==> src/design/mrd_map.svh <==
// Offsets, field positions and reset values of the mapped register block
// Assumes inclusion by bare name from the block's design files
`ifndef MRD_MAP_SVH
`define MRD_MAP_SVH

// Register selects, taken from the two lowest address bits only
`define MRD_OFS_PORT 2'h0
`define MRD_OFS_CTRL 2'h1
`define MRD_OFS_STRB 2'h2
`define MRD_OFS_PTR 2'h3

// Control register: three implemented bits
`define MRD_CTRL_W 3
`define MRD_CTRL_EDGE_EN 0
`define MRD_CTRL_DONE_EN 1
`define MRD_CTRL_FETCH_EN 2
`define MRD_CTRL_RST 3'h0

// Sticky status flags
`define MRD_FLAG_W 2
`define MRD_FLAG_EDGE 0
`define MRD_FLAG_DONE 1
`define MRD_FLAG_RST 2'h0

// Reset values of the output side, and the all-ones read drive byte
`define MRD_PORT_RST 8'h00
`define MRD_BYTE_ZERO 8'h00
`define MRD_BYTE_ALL 8'hff

`endif

==> src/design/mrd_pkg.sv <==
// Types shared by the mapped register block
// Assumes nothing of its surroundings
`default_nettype none

package mrd_pkg;

  typedef enum logic [1:0] {
    MRD_IDLE,
    MRD_FETCH_LO,
    MRD_FETCH_HI
  } mrd_fetch_state_t;

endpackage

`default_nettype wire

==> src/design/mrd_fetch_if.sv <==
// Carrier between the register block, its address generator and shifter
// Assumes all three parties run on the same clock
`timescale 1ns/1ps
`default_nettype none

interface mrd_fetch_if #(
  parameter int ADDR_W = 16,
  parameter int WORD_W = 16
);
  logic step;
  logic load;
  logic [ADDR_W-1:0] load_addr;
  logic [ADDR_W-1:0] addr;
  logic shift_load;
  logic [WORD_W-1:0] word;
  logic pixel;
  logic pixel_valid;
  logic busy;

  modport gen (input step, load, load_addr, output addr);
  modport shf (input shift_load, word, output pixel, pixel_valid, busy);
  modport ctl (output step, load, load_addr, shift_load, word,
               input addr, pixel, pixel_valid, busy);
endinterface

`default_nettype wire

==> src/design/mrd_addr_gen.sv <==
// Fetch address generator that wraps inside its aligned block
// Assumes one clock and an asynchronous active-low reset
`timescale 1ns/1ps
`default_nettype none

module mrd_addr_gen #(
  parameter int ADDR_W = 16,
  parameter int ALIGN_W = 8
) (
  input wire logic i_ref_clk,  // Bus clock
  input wire logic i_rst_n,    // Asynchronous reset, active low
  mrd_fetch_if.gen fif         // Step and load requests, address out
);
  logic [ADDR_W-1:0] addr;
  wire logic [ALIGN_W-1:0] low_inc;
  wire logic [ADDR_W-1:0] next_addr;

  // Carry stops at the block boundary: upper bits never change on a step
  assign low_inc = addr[ALIGN_W-1:0] + {{(ALIGN_W-1){1'b0}}, 1'b1};
  assign next_addr = fif.load ? fif.load_addr :
                     fif.step ? {addr[ADDR_W-1:ALIGN_W], low_inc} : addr;
  assign fif.addr = addr;

  always_ff @(posedge i_ref_clk or negedge i_rst_n) begin
    if (!i_rst_n) begin
      addr <= '0;
    end else begin
      addr <= next_addr;
    end
  end
endmodule

`default_nettype wire

==> src/design/mrd_pix_shift.sv <==
// Pixel shifter: sends a fetched word out most significant bit first
// Assumes one clock and an asynchronous active-low reset
`timescale 1ns/1ps
`default_nettype none

module mrd_pix_shift #(
  parameter int WORD_W = 16
) (
  input wire logic i_ref_clk,  // Bus clock
  input wire logic i_rst_n,    // Asynchronous reset, active low
  mrd_fetch_if.shf fif         // Word in, pixel stream out
);
  localparam int CNT_W = $clog2(WORD_W + 1);
  logic [WORD_W-1:0] shreg;
  logic [CNT_W-1:0] left;
  logic pixel;
  logic pixel_valid;
  wire logic more;

  assign more = (left != '0);
  assign fif.pixel = pixel;
  assign fif.pixel_valid = pixel_valid;
  assign fif.busy = more;

  always_ff @(posedge i_ref_clk or negedge i_rst_n) begin
    if (!i_rst_n) begin
      shreg <= '0;
      left <= '0;
      pixel <= 1'b0;
      pixel_valid <= 1'b0;
    end else if (fif.shift_load) begin
      // Leftmost pixel is the word's most significant bit
      pixel <= fif.word[WORD_W-1];
      pixel_valid <= 1'b1;
      shreg <= {fif.word[WORD_W-2:0], 1'b0};
      left <= CNT_W'(WORD_W - 1);
    end else begin
      pixel <= shreg[WORD_W-1];
      pixel_valid <= more;
      shreg <= {shreg[WORD_W-2:0], 1'b0};
      left <= more ? left - 1'b1 : left;
    end
  end
endmodule

`default_nettype wire

==> src/design/mrd_mapped_register_decode.sv <==
// Mapped register block on an 8-bit processor bus, four mirrored locations
// Assumes i_cs already decodes the 256-byte region and i_bank_cs the bank
// region; all inputs are synchronous to i_ref_clk
`timescale 1ns/1ps
`default_nettype none
`include "mrd_map.svh"

module mrd_mapped_register_decode #(
  parameter int BANK_W = 3,
  parameter int ADDR_W = 16,
  parameter int ALIGN_W = 8
) (
  input wire logic i_ref_clk,                // Bus clock, 100 MHz
  input wire logic i_rst_n,                  // Asynchronous reset, low
  input wire logic i_cs,                     // Register region selected
  input wire logic i_rw,                     // 1 read, 0 write
  input wire logic [7:0] i_addr,             // Low address byte
  input wire logic [7:0] i_wdata,            // Write data
  input wire logic i_bank_cs,                // Bank region selected
  input wire logic [7:0] i_port_pins,        // Present level of port pins
  input wire logic i_port_edge,              // Port interrupt input
  input wire logic [7:0] i_unit_present,     // One bit per attached unit
  input wire logic i_fetch_ack,              // Fetch byte returned
  input wire logic [7:0] i_fetch_data,       // Fetched byte
  output logic [7:0] o_rdata,                // Read data
  output logic [7:0] o_rdata_oe,             // Per-bit read data drive
  output logic [7:0] o_port_out,             // Port output latch
  output logic o_irq_n,                      // Interrupt request, low
  output logic o_strobe,                     // Strobe action pulse
  output logic [BANK_W-1:0] o_bank,          // Selected bank
  output logic o_fetch_req,                  // Fetch request
  output logic [ADDR_W-1:0] o_fetch_addr,    // Fetch byte address
  output logic o_pixel,                      // Pixel stream
  output logic o_pixel_valid                 // Pixel stream valid
);
  localparam int WORD_W = 16;

  function automatic logic hit(input logic [1:0] sel,
                               input logic [1:0] ofs);
    hit = (sel == ofs);
  endfunction

  mrd_fetch_if #(.ADDR_W(ADDR_W), .WORD_W(WORD_W)) fif ();

  mrd_addr_gen #(.ADDR_W(ADDR_W), .ALIGN_W(ALIGN_W)) u_gen (
    .i_ref_clk(i_ref_clk),
    .i_rst_n(i_rst_n),
    .fif(fif.gen)
  );

  mrd_pix_shift #(.WORD_W(WORD_W)) u_shift (
    .i_ref_clk(i_ref_clk),
    .i_rst_n(i_rst_n),
    .fif(fif.shf)
  );

  logic [`MRD_CTRL_W-1:0] ctrl;
  logic [`MRD_FLAG_W-1:0] flags;
  logic port_edge_d;
  logic ptr_phase;
  logic [7:0] ptr_lo;
  logic [7:0] word_lo;
  logic pixel;
  logic pixel_valid;
  mrd_pkg::mrd_fetch_state_t state;
  mrd_pkg::mrd_fetch_state_t next_state;

  // Address decode: bits 7..2 never take part, so all images are equal
  wire logic [1:0] sel = i_addr[1:0];
  wire logic acc_rd = i_cs & i_rw;
  wire logic acc_wr = i_cs & ~i_rw;
  wire logic wr_port = acc_wr & hit(sel, `MRD_OFS_PORT);
  wire logic wr_ctrl = acc_wr & hit(sel, `MRD_OFS_CTRL);
  wire logic wr_strb = acc_wr & hit(sel, `MRD_OFS_STRB);
  wire logic wr_ptr = acc_wr & hit(sel, `MRD_OFS_PTR);
  wire logic rd_port = acc_rd & hit(sel, `MRD_OFS_PORT);
  wire logic rd_ctrl = acc_rd & hit(sel, `MRD_OFS_CTRL);
  wire logic rd_strb = acc_rd & hit(sel, `MRD_OFS_STRB);
  wire logic rd_ptr = acc_rd & hit(sel, `MRD_OFS_PTR);

  // Events and the fetch engine
  wire logic fetching = (state != mrd_pkg::MRD_IDLE);
  wire logic fetch_done = (state == mrd_pkg::MRD_FETCH_HI) & i_fetch_ack;
  wire logic start = wr_strb & ctrl[`MRD_CTRL_FETCH_EN] & ~fetching;
  wire logic busy = fetching | fif.busy;
  wire logic edge_evt = port_edge_d & ~i_port_edge &
                        ctrl[`MRD_CTRL_EDGE_EN];
  wire logic done_evt = fetch_done & ctrl[`MRD_CTRL_DONE_EN];

  // Flags: a new event in the clearing cycle wins over the clear
  wire logic [`MRD_FLAG_W-1:0] next_flags = {
    done_evt | (flags[`MRD_FLAG_DONE] & ~rd_ptr),
    edge_evt | (flags[`MRD_FLAG_EDGE] & ~rd_port)
  };

  // Read side is unrelated to what the same address stores on a write
  wire logic [7:0] next_rdata =
    rd_port ? i_port_pins :
    rd_ctrl ? {{(8-`MRD_FLAG_W){1'b0}}, flags} :
    rd_strb ? i_unit_present :
    rd_ptr ? {7'h00, busy} : `MRD_BYTE_ZERO;
  // Presence status only drives bits of units that are attached
  wire logic [7:0] next_oe = !acc_rd ? `MRD_BYTE_ZERO :
                             rd_strb ? i_unit_present :
                             `MRD_BYTE_ALL;

  always_comb begin
    next_state = state;
    case (state)
      mrd_pkg::MRD_IDLE: begin
        if (start) begin
          next_state = mrd_pkg::MRD_FETCH_LO;
        end
      end
      mrd_pkg::MRD_FETCH_LO: begin
        if (i_fetch_ack) begin
          next_state = mrd_pkg::MRD_FETCH_HI;
        end
      end
      mrd_pkg::MRD_FETCH_HI: begin
        if (i_fetch_ack) begin
          next_state = mrd_pkg::MRD_IDLE;
        end
      end
      default: begin
        next_state = mrd_pkg::MRD_IDLE;
      end
    endcase
  end

  // Pointer writes come low byte first; the second write loads the word
  assign fif.load = wr_ptr & ptr_phase;
  assign fif.load_addr = {i_wdata, ptr_lo};
  assign fif.step = fetching & i_fetch_ack;
  // Byte fetched first is the word's low half
  assign fif.shift_load = fetch_done;
  assign fif.word = {i_fetch_data, word_lo};
  assign o_fetch_addr = fif.addr;
  assign pixel = fif.pixel;
  assign pixel_valid = fif.pixel_valid;

  always_ff @(posedge i_ref_clk or negedge i_rst_n) begin
    if (!i_rst_n) begin
      ctrl <= `MRD_CTRL_RST;
      flags <= `MRD_FLAG_RST;
      o_port_out <= `MRD_PORT_RST;
      o_rdata <= `MRD_BYTE_ZERO;
      o_rdata_oe <= `MRD_BYTE_ZERO;
      o_irq_n <= 1'b1;
      o_strobe <= 1'b0;
      o_bank <= '0;
      port_edge_d <= 1'b1;
      ptr_phase <= 1'b0;
      ptr_lo <= `MRD_BYTE_ZERO;
      word_lo <= `MRD_BYTE_ZERO;
      state <= mrd_pkg::MRD_IDLE;
      o_fetch_req <= 1'b0;
      o_pixel <= 1'b0;
      o_pixel_valid <= 1'b0;
    end else begin
      flags <= next_flags;
      o_rdata <= next_rdata;
      o_rdata_oe <= next_oe;
      // Released high only when no flag remains set
      o_irq_n <= ~(|next_flags);
      o_strobe <= wr_strb;
      port_edge_d <= i_port_edge;
      state <= next_state;
      o_fetch_req <= (next_state != mrd_pkg::MRD_IDLE);
      o_pixel <= pixel;
      o_pixel_valid <= pixel_valid;
      if (wr_port) begin
        o_port_out <= i_wdata;
      end
      if (wr_ctrl) begin
        ctrl <= i_wdata[`MRD_CTRL_W-1:0];
      end
      // Bank decode looks at the address only, not at the direction
      if (i_bank_cs) begin
        o_bank <= i_addr[BANK_W-1:0];
      end
      if (wr_strb) begin
        ptr_phase <= 1'b0;
      end else if (wr_ptr) begin
        ptr_phase <= ~ptr_phase;
      end
      if (wr_ptr && !ptr_phase) begin
        ptr_lo <= i_wdata;
      end
      if (state == mrd_pkg::MRD_FETCH_LO && i_fetch_ack) begin
        word_lo <= i_fetch_data;
      end
    end
  end
endmodule

`default_nettype wire

==> config.mk <==
export PLATFORM = sky130hd
export DESIGN_NAME = mrd_mapped_register_decode
export DESIGN_NICKNAME = d
export VERILOG_FILES = /design/src/design/mrd_pkg.sv /design/src/design/mrd_fetch_if.sv /design/src/design/mrd_addr_gen.sv /design/src/design/mrd_pix_shift.sv /design/src/design/mrd_mapped_register_decode.sv
export VERILOG_INCLUDE_DIRS = /design/src /design/src/design
export SDC_FILE = /design/constraint.sdc
export NUM_CORES = 1
export LEC_CHECK = 0
export BUFFER_PORTS_ARGS = -buffer_cell sky130_fd_sc_hd__buf_4
export CAP_MARGIN = 5
export CORE_MARGIN = 2
export CORE_UTILIZATION = 40
export DETAILED_ROUTE_END_ITERATION = 8
export PLACE_DENSITY_LB_ADDON = 0.08
export SETUP_SLACK_MARGIN = 0.2
export SLEW_MARGIN = 20
export SYNTH_ARGS = -nofsm -noshare
export SYNTH_HDL_FRONTEND = slang
export SYNTH_SLANG_ARGS = --single-unit
==> constraint.sdc <==
create_clock -name i_ref_clk -period 1.4 [get_ports i_ref_clk]
set_clock_uncertainty 0.05 [all_clocks]
set_input_delay 0.35 -clock i_ref_clk [delete_from_list [all_inputs] [get_ports i_ref_clk]]
set_output_delay 0.35 -clock i_ref_clk [all_outputs]
set_load 0.02 [all_outputs]
Word-level counts from Yosys, hierarchy flattened. Cells that the tools add are included. W data, S select, Z words.

Register bits: 96. Latch bits: 0. Memory bits (writable): 0. Memory bits (read-only): 0. Memories kept: 0.

Add/subtract/negate cells: 2. Multiply operators: 0. Div/mod/pow operators: 0. Order comparisons: 0. Equality and inequality tests: 5. Shift operators: 0. Multiplexer cells: 19. Bitwise operators: 30. Reductions and logical operators: 12.

Operator list (number): $mux W8 (6); $mux W16 (2); $and A1 B1 Y1 (20); $mux W5 (2); $reduce_bool A2 Y1 (5); $add A8 B1 Y8 const B (1); $not A1 Y1 (7); $eq A2 B2 Y1 const B (3); $mux W2 (3); $pmux W2 S3 (1); $mux W1 (5); $reduce_bool A5 Y1 (1); $sub A5 B1 Y5 const B (1); $eq A2 B1 Y1 const B (2); $logic_not A2 Y1 (2); $or A1 B1 Y1 (3); $logic_and A1 B1 Y1 (2); $reduce_or A2 Y1 (1); $logic_not A1 Y1 (1).

Longest topological paths before layout.
Depth in word-level cells: 8. Gate-level depth with buffers: 6.

Cells and area by module. A second synthesis with hierarchy kept.

Cells, all modules: 279. Area, all modules: 3826.2 um^2.

Modules (own cells, without submodules): mrd_mapped_register_decode (instances 1, cells an instance 152, area an instance 2197.1 um^2, seq. area each 1428.9 um^2); mrd_pix_shift (instances 1, cells an instance 61, area an instance 878.3 um^2, seq. area each 550.5 um^2); mrd_addr_gen (instances 1, cells an instance 66, area an instance 750.7 um^2, seq. area each 400.4 um^2).

Worst setup path before layout. Ideal clock, no wire load.

Path kind: register to register. Start: register state[0]. End: register u_gen.addr[1], in the netlist u_gen.fif.addr[1]. Setup time: 0.125 ns. Data arrival time: 1.358 ns. Required time: 1.225 ns. Setup slack: -0.133 ns. Stages on the path, launching flop included: 5. Buffers on the path: 1. Period minus slack after synthesis: 1.533 ns. Cell sequence: dfrtp_1 buf_2 o21ai_0 mux2_2 mux2_4.

Longest elaborated chain between the ends: 3.

Ends and longest elaborated chain: start, declared (line mrd_mapped_register_decode.sv:65) `mrd_pkg::mrd_fetch_state_t state;`; start signal, assigned (line mrd_mapped_register_decode.sv:156) `state <= mrd_pkg::MRD_IDLE;`; start signal, assigned (line mrd_mapped_register_decode.sv:168) `state <= next_state;`; $reduce_bool A2 Y1 (line mrd_mapped_register_decode.sv:82) `wire logic fetching = (state != mrd_pkg::MRD_IDLE);`; $and A1 B1 Y1 (line mrd_mapped_register_decode.sv:134) `assign fif.step = fetching & i_fetch_ack;`; $reduce_bool A2 Y1 (no source line); end signal, assigned (line mrd_addr_gen.sv:28) `addr <= next_addr;`; end, declared (line mrd_addr_gen.sv:14) `logic [ADDR_W-1:0] addr;`.

Every way passes these cells. A chain may end at the register's enable or synchronous reset.

Worst setup path after layout.
Start: register state[0]. End: register u_shift.left[4].

Longest elaborated chain between the ends: 3. Elaborated cells between the ends (all ways): 4.

Ends and longest elaborated chain: $eq A2 B2 Y1 (*) (line mrd_mapped_register_decode.sv:83) `wire logic fetch_done = (state == mrd_pkg::MRD_FETCH_HI) & i_fetch_ack;`; $and A1 B1 Y1 (*) (line mrd_mapped_register_decode.sv:83); $mux W5 / $reduce_bool A2 Y1 (equally long branches); end signal, assigned (line mrd_pix_shift.sv:36) `left <= CNT_W'(WORD_W - 1);`; end signal, assigned (line mrd_pix_shift.sv:41) `left <= more ? left - 1'b1 : left;`; end, declared (line mrd_pix_shift.sv:15) `logic [CNT_W-1:0] left;`.

Every way passes the cells marked *; elsewhere a longest branch is shown, timed or not.

==> metrics.txt <==
cell repeated most along the worst path buf_6; met3 usage 3.010%; post-synthesis sequential area ratio 61.63%; largest net degree at the start of global routing 28; Netlist cell types 49; # setup viols final 25; met1 usage 23.70%; net load switching power 2.744 mW; Bufs and invs on worst path 3; clock sink count 95; DIE WIDTH 102.3 um; fmax 0.6833 GHz; Hold Vio Cnt, Final 0; Hold Startpoint i_port_edge; CP startpoint state[0]$_DFF_PN0_; Comb power frac 38.5%; sequential power share 43.0%; arrival time of the worst setup path 1.65 ns; mean routed wirelength per cell 14.88 um; number of global-route vias before repair 3,107; TritonCTS Buffers 9; Post-synth top cells dfrtp_1 (93), nand2_1 (55), mux2_2 (36); DR vias/cell 4.745; diodes inserted 0; area of the mapped netlist 3861 um2; CP Capture Type flop; Cells after Synth 308; Post-synth EDFFs 0; Synth warnings 0; 1st-iter DRT viols 63; unrepaired setup endpoints after global routing yes; PortBufs 89; outcome finished, violations left; CTS tree built; CTS max path bufs 2; slowest cell on the critical path dfrtp_2; clock share of power 18.4%; ys async rst share 100.0%; MaxCap Viol Count 0; Slew HR 69.52%; Placed Instances 557; total power 8.925 mW; share of cells above drive strength 1 60.83%; Post-Syn Nets 357; Cell Int Power 6.181 mW; IO Pins 95; Req. time, crit path 1.58 ns; P&R area growth vs syn 57.55%; critical path class reg2reg; clock root cell clkbuf_8; leakage 3.011 nW; R2R Path Start state[0]$_DFF_PN0_; DRC violations left 0; Slew Limit Fails 0; GPL Wtd Cong 0.8260; Worst Tran Pin Value 0.4552 ns; Clock Latency Late Sink 0.35 ns; delay-heaviest family, CP buffers and inverters; Nets 524; Yosys top cell by area dfrtp_1; met2 GRT Util 30.21%; PwrDens 1467 nW/um2; full die area 10,460 um2; Final Critical Period 1.464 ns; iteration count of the initial detailed-routing pass 4; min setup slack post-route -0.06354 ns; number of nets still failing antenna checks after routing 0; most numerous cell in the Yosys netlist dfrtp_1; GRT Resource Usage Total 17.91%; Overflow after GRT 0; GRT busiest layer met2; top cells by area, synth dfrtp_1 (60%), mux2_2 (10%), nand2_1 (5.3%), mux2_4 (2.7%), a22o_1 (1.8%); CTS HTree Levels 3; CP Cell Sequence buf_6 -> buf_6 -> nand3b_1 -> clkbuf_16 -> o311a_1; ys flop type dfrtp_1; part of the cycle the worst path needs 104.5%; via count 2,890; Final Non-Filler Cells 609; Worst setup SP type flop; critical path's largest stage delay 0.46 ns; switch share 30.74%; syn_area_per_cell 12.54 um2; DPL Wire Length 6.252 mm; initial antenna violation count 0; CP max FO 9; worst min path class in2reg; Rows 35; Die H 102.3 um; Yosys top cell area share 60.27%; failing checks negative setup slack; global-route wire length before repair 14.56 mm; drt total wl 9.059 mm; CTS clock-pin slew for the worst setup and hold paths 0.09 ns; CORE AREA 9284 um2; VDD IR max 759.6 uV; Initial Util 41.59%; Seq cells post-synth 95
## flip-flops by register name (all words and copies together) (netlist names)
name / count
u_shift.fif.pixel: 1
word_lo: 8
o_irq_n: 1
o_fetch_req: 1
o_rdata: 8
ptr_lo: 8
flags: 2
o_pixel: 1
u_gen.fif.addr: 16
state: 2
o_bank: 3
port_edge_d: 1
o_strobe: 1
o_rdata_oe: 8
o_pixel_valid: 1
ptr_phase: 1
u_shift.left: 5
u_shift.fif.pixel_valid: 1
o_port_out: 8
ctrl: 3
u_shift.shreg: 15
## per-layer routing
layer	vias to the layer above	part of all wire [%]
li1	1404	-
met4	0	1.2
met5	-	0
met1	1424	43
met3	10	2.7
met2	52	53
## kinds of logic (layout without fill, tap and decap cells)
family          count (synthesis)  after routing  synth area share [%]
simple gates                  108            109                 14.23
mux                            44             44                 13.48
xor+xnor                        3              3                0.6806
compound gates                 35             35                 6.675
fa+ha+maj                       2              2                0.6480
flops                          95             95                 61.63
buf+inv                        21            192                 2.657
## through the flow
stage          hold slack [ns]   TNS, ns  worst slack [ns]  util (%)  instance area (um2)
2_1_floorplan         0.004409  -0.09189          -0.01338         -                 4040
3_3_place_gp            0.2671    -3.987           -0.1274     55.23                 5127
3_5_place_dp            0.2652    -5.053           -0.1517     55.23                 5127
4_1_cts                0.04990   -0.1913          -0.05043     62.95                 5844
5_1_grt                0.04375    -2.538           -0.1421     65.53                 6083
6_report               0.07183   -0.9001          -0.06354     65.53                 6083
## layout by cell type (no fill, tap or decap), drive strengths merged, types with 2 or more instances in the layout
| cell type | Yosys | final |
|---|---|---|
| nand4b | 2 | 2 |
| nand2b | 3 | 3 |
| nand3b | 2 | 2 |
| clkinv | 0 | 2 |
| inv | 8 | 10 |
| ha | 2 | 2 |
| o2111ai | 2 | 2 |
| mux2 | 43 | 43 |
| a2111o | 2 | 2 |
| dfstp | 2 | 2 |
| o221ai | 2 | 2 |
| buf | 10 | 166 |
| clkbuf | 3 | 11 |
| nor2 | 19 | 19 |
| dfrtp | 93 | 93 |
| o21ai | 5 | 5 |
| clkinvlp | 0 | 2 |
| nor3 | 5 | 5 |
| nand3 | 5 | 5 |
| or3 | 3 | 3 |
| a21oi | 5 | 5 |
| nand4 | 2 | 2 |
| nand2 | 56 | 57 |
| xnor2 | 3 | 3 |
| a22o | 8 | 8 |
| o31ai | 2 | 2 |
| nor2b | 2 | 2 |
| a31oi | 4 | 4 |
## path summary, 6_finish.rpt
| path | to | slack (ns) | cells past startpoint |
|---|---|---|---|
| setup / recovery | u_shift.left[4]$_DFFE_PN0P_ | -0.06 | 5 |
| hold / removal | port_edge_d$_DFF_PN1_ | 0.07 | 1 |
| setup reg to reg | u_shift.left[4]$_DFFE_PN0P_ | -0.06 | 5 |
| hold reg to reg | o_pixel_valid$_DFF_PN0_ | 0.31 | 0 |
| max in group asynchronous | o_irq_n$_DFF_PN1_ | 0.34 | 3 |
| min in group asynchronous | u_gen.fif.addr[4]$_DFFE_PN0P_ | 0.43 | 2 |
## what timing repair did
item	CTS	global route
pin swaps	8	35
endpoints found under the setup margin	107	109
setup buffers	22	11
hold endpoints to repair	21	0
gates cloned	1	1
hold buffers	1	0
gates resized for setup	91	43
## worst reg2reg max path: stages, from the launching register on
cell and delay [ns]:
dfrtp_2 0.46, buf_6 0.14, buf_6 0.11, nand3b_1 0.26, clkbuf_16 0.23, o311a_1 0.10
## power by group through the flow
stage	clock (mW)	sequential, mW	combinational [mW]
final	1.64	3.84	3.44
after CTS	1.71	3.81	3.28
after detailed placement	0	3.81	2.50
after global placement	0	3.79	2.44
after global routing	1.84	3.92	3.68
after floorplan	0	4.13	1.05
## final cells by class
type | count | area [um2]
clock buffer | 10 | 137.6
clock inverter | 6 | 42.54
fill | 744 | 3201
inverter | 8 | 30.03
multi-input combinational | 193 | 1708
sequential | 95 | 2389
tap | 129 | 161.4
timing repair buffer | 168 | 1615
(Power assumes the default switching activity.)
